===== src/rtl/exec_pkg.sv =====
package exec_pkg;
   localparam int DATA_W = 8;
   localparam int ROM_W = 16;
   localparam int ADDR_W = 8;
   localparam int PC_W = 13;
   localparam int PAGE_W = 8;
   localparam logic [7:0] ACC_RESET = 8'h00;
   localparam logic [7:0] THB_RESET = 8'h00;
   localparam logic [7:0] ALL_ONES = 8'hFF;
   localparam logic [3:0] FLAG_RESET = 4'h0;
   localparam int FLAG_C = 0;
   localparam int FLAG_H = 1;
   localparam int FLAG_Z = 2;
   localparam int FLAG_V = 3;
   localparam int SKIP_CYCLES = 2;

   typedef enum logic [4:0] {
      OP_NOP = 5'h00,
      OP_ROT_ACC = 5'h01,
      OP_ROT_MEM = 5'h02,
      OP_SUBB = 5'h03,
      OP_SUBB_MEM = 5'h04,
      OP_SUB = 5'h05,
      OP_SUB_MEM = 5'h06,
      OP_SUBI = 5'h07,
      OP_DEC_SKIP = 5'h08,
      OP_DEC_SKIP_ACC = 5'h09,
      OP_INC_SKIP = 5'h0A,
      OP_INC_SKIP_ACC = 5'h0B,
      OP_SNZB = 5'h0C,
      OP_ZERO_SKIP = 5'h0D,
      OP_SZB = 5'h0E,
      OP_MOVE_SKIP = 5'h0F,
      OP_SET = 5'h10,
      OP_SETB = 5'h11,
      OP_SWAP = 5'h12,
      OP_SWAP_ACC = 5'h13,
      OP_TABC = 5'h14,
      OP_TABL = 5'h15,
      OP_XOR = 5'h16,
      OP_XORI = 5'h17,
      OP_XOR_MEM = 5'h18
   } op_e;

   typedef enum logic [1:0] {
      ST_RUN = 2'b01,
      ST_DUMMY = 2'b10
   } phase_e;
endpackage


===== src/rtl/sub_adder.sv =====
`timescale 1ns/1ns
`default_nettype none
// a + b + cin with carry, nibble carry and signed overflow
module sub_adder #(
   parameter int W = 8
) (
   input wire logic [W-1:0] a, // first operand
   input wire logic [W-1:0] b, // second operand, already inverted
   input wire logic cin, // carry in
   output logic [W-1:0] sum, // result
   output logic cout, // carry out (no borrow)
   output logic hcout, // carry out of low nibble
   output logic ovf // signed overflow
);
   logic [W:0] full;
   logic [4:0] low;
   always_comb begin
      full = {1'b0, a} + {1'b0, b} + {{W{1'b0}}, cin};
      low = {1'b0, a[3:0]} + {1'b0, b[3:0]} + {4'h0, cin};
      sum = full[W-1:0];
      cout = full[W];
      hcout = low[4];
      ovf = (a[W-1] == b[W-1]) && (sum[W-1] != a[W-1]);
   end
endmodule
`default_nettype wire


===== src/rtl/exec_unit.sv =====
// Local design decision: the address-and-strobe write port.
`timescale 1ns/1ns
`default_nettype none
module exec_unit
   import exec_pkg::*;
#(
   parameter int PCW = PC_W
) (
   input wire logic clk, // system clock
   input wire logic rst, // async reset, active high
   input wire logic issue, // instruction valid this cycle
   input wire exec_pkg::op_e op, // decoded operation
   input wire logic [exec_pkg::ADDR_W-1:0] mem_addr, // operand address
   input wire logic [2:0] bit_sel, // selected bit
   input wire logic [7:0] imm, // immediate value
   input wire logic [7:0] mem_rdata, // operand read from data memory
   input wire logic [7:0] table_pointer, // table pointer register
   input wire logic [PCW-1:0] pc, // current program counter
   input wire logic [15:0] rom_rdata, // program word, same cycle
   output logic [PCW-1:0] rom_addr, // program word address
   output logic [exec_pkg::ADDR_W-1:0] mem_waddr, // write address
   output logic [7:0] mem_wdata, // write data
   output logic mem_we, // write strobe
   output logic [7:0] acc, // accumulator
   output logic [7:0] table_high_byte, // latched table high byte
   output logic main_borrow_bit, // carry / not borrow
   output logic nibble_carry_bit, // half carry
   output logic null_result_bit, // zero flag
   output logic signed_excess_bit, // overflow flag
   output logic flush, // discard fetched instruction
   output logic busy // dummy cycle in progress
);
   import exec_pkg::*;

   logic [7:0] acc_q, acc_d;
   logic [7:0] thb_q, thb_d;
   logic [3:0] flags_q, flags_d;
   logic [7:0] wdata_q, wdata_d;
   logic [ADDR_W-1:0] waddr_q, waddr_d;
   logic we_q, we_d;
   logic flush_q, flush_d;
   phase_e phase_q, phase_d;

   logic [7:0] add_b;
   logic add_cin;
   logic [7:0] add_sum;
   logic add_c, add_h, add_v;
   logic [7:0] dec_v, inc_v, res;
   logic [7:0] bit_mask;
   logic is_sub, skip, to_mem, to_acc, set_z;

   sub_adder #(.W(DATA_W)) u_add (
      .a(acc_q),
      .b(add_b),
      .cin(add_cin),
      .sum(add_sum),
      .cout(add_c),
      .hcout(add_h),
      .ovf(add_v)
   );

   // operand selection for the subtractor
   always_comb begin
      add_b = ~mem_rdata;
      add_cin = 1'b1;
      is_sub = 1'b0;
      unique case (op)
         OP_SUBB, OP_SUBB_MEM: begin
            add_cin = flags_q[FLAG_C];
            is_sub = 1'b1;
         end
         OP_SUB, OP_SUB_MEM: is_sub = 1'b1;
         OP_SUBI: begin
            add_b = ~imm;
            is_sub = 1'b1;
         end
         default: ;
      endcase
   end

   always_comb begin
      dec_v = mem_rdata - 8'h01;
      inc_v = mem_rdata + 8'h01;
      bit_mask = 8'h01 << bit_sel;
      // table word from current page or last page
      if (op == OP_TABL) begin
         rom_addr = {{(PCW-PAGE_W){1'b1}}, table_pointer};
      end else begin
         rom_addr = {pc[PCW-1:PAGE_W], table_pointer};
      end
   end

   // execute: next accumulator, flags, memory write and skip
   always_comb begin
      acc_d = acc_q;
      thb_d = thb_q;
      flags_d = flags_q;
      wdata_d = wdata_q;
      waddr_d = waddr_q;
      we_d = 1'b0;
      flush_d = 1'b0;
      phase_d = ST_RUN;
      res = 8'h00;
      skip = 1'b0;
      to_mem = 1'b0;
      to_acc = 1'b0;
      set_z = 1'b0;
      if (phase_q == ST_DUMMY) begin
         phase_d = ST_RUN;
      end else if (issue) begin
         unique case (op)
            OP_ROT_ACC, OP_ROT_MEM: begin
               res = {flags_q[FLAG_C], mem_rdata[7:1]};
               flags_d[FLAG_C] = mem_rdata[0];
               to_acc = (op == OP_ROT_ACC);
               to_mem = (op == OP_ROT_MEM);
            end
            OP_SUBB, OP_SUBB_MEM, OP_SUB, OP_SUB_MEM, OP_SUBI: begin
               res = add_sum;
               flags_d[FLAG_C] = add_c;
               flags_d[FLAG_H] = add_h;
               flags_d[FLAG_V] = add_v;
               set_z = 1'b1;
               to_mem = (op == OP_SUBB_MEM) || (op == OP_SUB_MEM);
               to_acc = !to_mem;
            end
            OP_DEC_SKIP, OP_DEC_SKIP_ACC: begin
               res = dec_v;
               skip = (dec_v == 8'h00);
               to_mem = (op == OP_DEC_SKIP);
               to_acc = (op == OP_DEC_SKIP_ACC);
            end
            OP_INC_SKIP, OP_INC_SKIP_ACC: begin
               res = inc_v;
               skip = (inc_v == 8'h00);
               to_mem = (op == OP_INC_SKIP);
               to_acc = (op == OP_INC_SKIP_ACC);
            end
            OP_SNZB: skip = |(mem_rdata & bit_mask);
            OP_ZERO_SKIP: skip = (mem_rdata == 8'h00);
            OP_SZB: skip = ~|(mem_rdata & bit_mask);
            OP_MOVE_SKIP: begin
               res = mem_rdata;
               to_acc = 1'b1;
               skip = (mem_rdata == 8'h00);
            end
            OP_SET: begin
               res = ALL_ONES;
               to_mem = 1'b1;
            end
            OP_SETB: begin
               res = mem_rdata | bit_mask;
               to_mem = 1'b1;
            end
            OP_SWAP, OP_SWAP_ACC: begin
               res = {mem_rdata[3:0], mem_rdata[7:4]};
               to_mem = (op == OP_SWAP);
               to_acc = (op == OP_SWAP_ACC);
            end
            OP_TABC, OP_TABL: begin
               res = rom_rdata[7:0];
               thb_d = rom_rdata[15:8];
               to_mem = 1'b1;
            end
            OP_XOR: begin
               res = acc_q ^ mem_rdata;
               to_acc = 1'b1;
               set_z = 1'b1;
            end
            OP_XORI: begin
               res = acc_q ^ imm;
               to_acc = 1'b1;
               set_z = 1'b1;
            end
            OP_XOR_MEM: begin
               res = acc_q ^ mem_rdata;
               to_mem = 1'b1;
               set_z = 1'b1;
            end
            default: ;
         endcase
         if (set_z) begin
            flags_d[FLAG_Z] = (res == 8'h00);
         end
         if (to_acc) begin
            acc_d = res;
         end
         if (to_mem) begin
            we_d = 1'b1;
            wdata_d = res;
            waddr_d = mem_addr;
         end
         if (skip) begin
            flush_d = 1'b1;
            phase_d = ST_DUMMY;
         end
      end
   end

   always_ff @(posedge clk or posedge rst) begin
      if (rst) begin
         acc_q <= ACC_RESET;
         thb_q <= THB_RESET;
         flags_q <= FLAG_RESET;
         wdata_q <= 8'h00;
         waddr_q <= '0;
         we_q <= 1'b0;
         flush_q <= 1'b0;
         phase_q <= ST_RUN;
      end else begin
         acc_q <= acc_d;
         thb_q <= thb_d;
         flags_q <= flags_d;
         wdata_q <= wdata_d;
         waddr_q <= waddr_d;
         we_q <= we_d;
         flush_q <= flush_d;
         phase_q <= phase_d;
      end
   end

   always_comb begin
      acc = acc_q;
      table_high_byte = thb_q;
      main_borrow_bit = flags_q[FLAG_C];
      nibble_carry_bit = flags_q[FLAG_H];
      null_result_bit = flags_q[FLAG_Z];
      signed_excess_bit = flags_q[FLAG_V];
      mem_wdata = wdata_q;
      mem_waddr = waddr_q;
      mem_we = we_q;
      flush = flush_q;
      busy = (phase_q == ST_DUMMY);
   end
endmodule
`default_nettype wire


===== config.mk =====
export PLATFORM = sky130hd
export DESIGN_NAME = exec_unit
export DESIGN_NICKNAME = d
export VERILOG_FILES = /design/src/rtl/exec_pkg.sv /design/src/rtl/sub_adder.sv /design/src/rtl/exec_unit.sv
export SDC_FILE = /design/constraint.sdc
export NUM_CORES = 1
export LEC_CHECK = 0
export BUFFER_PORTS_ARGS = -buffer_cell sky130_fd_sc_hd__buf_2
export CAP_MARGIN = 20
export CORE_MARGIN = 3
export CORE_UTILIZATION = 55
export CTS_CLUSTER_DIAMETER = 200
export DETAILED_ROUTE_END_ITERATION = 10
export PLACE_DENSITY = 0.87
export SETUP_SLACK_MARGIN = 0.05
export SLEW_MARGIN = 20
export SYNTH_ARGS = -nofsm -noshare
export SYNTH_HDL_FRONTEND = slang
export SYNTH_SLANG_ARGS = --single-unit

===== constraint.sdc =====
create_clock -name clk -period 4.6 [get_ports clk]
set_input_delay 0.23 -clock clk [delete_from_list [all_inputs] [get_ports clk]]
set_output_delay 0.23 -clock clk [all_outputs]
set_load 0.01 [all_outputs]

==> results.md <==
* Status: finished clean
* Average size of a mapped cell at 8.295 µm²
* Most common flop cell mapped by yosys: dfrtp_1
* WL met3 at 961 µm
* Multi-input gate area at 2311 µm²
* Max clock buf depth at 2
* TNS Setup at 0 ns
* CP Launch Type: register
* CP arrival at 3.98 ns
* Clock Tree Root: clkbuf_8
* First-pass GRT wire length at 17.84 mm
* Initial antenna violation count at 0
* Final worst path period share at 81.55%
* Fillers at 513
* Wire length on met1 at 4.424 mm
* Share of flip-flops with an asynchronous set or reset at 100.0%
* Synth area leaders: dfrtp_1 27%, mux2_2 6.7%, nand2_1 4.9%
* Crit Path Class: reg2reg
* Pre-antenna DRT Iters at 6
* Die width at 85.97 µm
* Worst slew margin at 28.64%
* Tmin final at 3.751 ns
* Post-synth top area share at 27.04%
* Die height at 85.97 µm
* Clk slew on worst S/H paths at 0.08 ns
* Via density at 6.625
* Type of destination of the critical path: register
* Least-Margin Pin Slew at 1.066 ns
* Final hold vios at 0
* Starting DRT DRC Count at 421
* Post-layout net count at 579
* RSZ-0062 raised after global routing: no
* Max-Cap Viols at 0
* Routed WL at 11.20 mm
* Pwr/cell area at 334.3 nW/µm²
* Rows at 28
* WL/cell at 19.65 µm
* Register area share after synthesis at 27.78%
* Leak pwr at 1.900 nW
* Post_cts resized at 0
* Fmax at 266.6 MHz
* Post-synth cell types at 64
* # hold bufs at CTS at 0
* Synth Warn # at 0
* Layout cells sized above 1 at 28.69%
* Pins Over Slew Limit at 0
* Net count after synthesis at 509
* Vias after detailed routing at 3776
* Worst Path Max Fanout at 4
* Detail Placement HPWL at 8.244 mm
* Number of global-route vias before repair at 3547
* Final setup fails at 0
* Core area at 6061 µm²
* Clock latency on the worst-skew pair at 0.29 ns
* Synth area leader: dfrtp_1
* Die area at 7390 µm²
* Post-route ant nets at 0
* Peak supply drop at 0.3108 mV
* I/O Buffers at 99
* Initial core utilization at 58.03%
* Register Area at 977.2 µm²
* Worst Slack Setup Final at 0.8486 ns
* Total gr overflow at 0
* Worst Clk Skew at 0.007286 ns
* EDFF count, synth at 0
* Area Growth Syn to Fin at 14.80%
* Yosys reg bits at 39
* GRT Resource Usage Total at 30.25%
* Pre-CTS WS at 0.7473 ns
* Post-CTS Setup Bufs at 0
* CP required at 4.83 ns
* RePlAce Congestion at 1.015
* Met2 WL post-DR at 5.599 mm
* Mapped Cells at 424
* CTS Buf Count at 5
* CTS tree: built
* Top layer in use: met4
* Antenna diodes at 0
* Largest net degree at the start of global routing at 40
* Post-synthesis instance area at 3517 µm²
* CTS sink cnt at 39
* H-Tree Depth at 2
* DRC at 0
* Hold WC Path Type: in2async
* Top Ports at 124
==> logic make-up (layout without fill, tap and decap cells) <==
family          Yosys count  after routing  share of synthesized area (%)
compound gates          131            131                          25.47
xor+xnor                 19             19                          4.731
fa+ha+maj                13             13                          5.052
buf+inv                  50            121                          6.652
flops                    39             39                          27.78
mux                      33             33                          10.14
simple gates            139            139                          20.17
==> cells in the final DEF (no fill, tap or decap), types with 6 or more instances in the layout <==
master / count
o211ai_1: 6
buf_2: 99
xor2_1: 13
a21oi_1: 25
nor2b_1: 8
o22ai_1: 18
dfrtp_1: 38
ha_1: 11
nand2b_1: 12
mux2i_1: 12
inv_1: 8
a221oi_1: 6
nand2_1: 46
mux2_2: 21
nand3_1: 9
o21ai_0: 23
xnor2_1: 6
nor3_1: 8
a22oi_1: 12
a211oi_1: 6
nor2_1: 26
==> sequential cells by signal, indices dropped and copies added, names as in the netlist <==
name	flops
acc	8
mem_waddr	8
mem_we	1
flags_q	4
table_high_byte	8
flush	1
phase_q	1
mem_wdata	8
==> Yosys cell counts, drive strengths merged, types with 3 or more instances <==
cell type,instances
a211oi,6
a21o,3
a21oi,26
a221o,3
a221oi,6
a22oi,12
buf,22
clkbuf,19
dfrtp,38
ha,11
inv,8
mux2,21
mux2i,12
nand2,46
nand2b,12
nand3,9
nand4,3
nor2,26
nor2b,8
nor3,10
nor3b,4
nor4,3
o211ai,6
o21ai,27
o221ai,3
o22ai,18
or3,4
xnor2,6
xor2,13
==> power breakdown <==
group | switching, W | total (W) | internal, W
logic | 0.000347 | 0.000617 | 0.000270
clock network | 0.000124 | 0.000229 | 0.000105
registers | 0.0000741 | 0.000503 | 0.000429
==> metrics by stage <==
stage                     utilization, %  area (µm²)  hold slack (ns)  std cells   power, W
after floorplan                        -        3517           0.3354        424  0.0008936
after global placement             65.03        3941           0.3611        561   0.001076
after detailed placement           65.03        3941           0.3694        561   0.001109
after CTS                          66.49        4030          0.05193        569   0.001342
after global routing               66.62        4038          0.08477        570   0.001427
final                              66.62        4038          0.03680        570   0.001350
==> critical path: stages, from the launching register on <==
cell,delay (ns)
dfrtp_1,0.46
or4_1,0.52
fa_1,0.44
fa_1,0.42
xor2_1,0.18
a22oi_1,0.15
o21ai_0,0.10
a2111oi_0,0.58
o21ai_0,0.34
nor3b_1,0.30
a41o_1,0.20
==> layer usage <==
| layer | vias to the layer above | GRT usage [%] |
|---|---|---|
| li1 | 1703 | - |
| met4 | 0 | 9.209 |
| met1 | 1816 | 38.90 |
| met2 | 226 | 51.93 |
| met5 | - | 0 |
| met3 | 31 | 4.995 |
==> area by class of cell <==
type                            instances  area share [%]
Tap cell                               75           2.324
Sequential cell                        39           24.20
Multi-Input combinational cell        335           57.24
Inverter                                9          0.8367
Timing Repair Buffer                  104           13.20
Clock buffer                            5           1.704
Clock inverter                          3          0.4958
==> final timing paths <==
kind,from,endpoint,slack [ns],depth (start not counted)
min in group clk,mem_addr[1],mem_waddr[1],0.13,3
hold reg to reg,mem_waddr[1],mem_waddr[1],0.48,2
hold / removal,rst,table_high_byte[3],0.04,3
setup reg to reg,flags_q[0],flags_q[2],0.85,10
max in group asynchronous,rst,phase_q[0],4.21,3
setup / recovery,flags_q[0],flags_q[2],0.85,10
(Power assumes the default switching activity.)
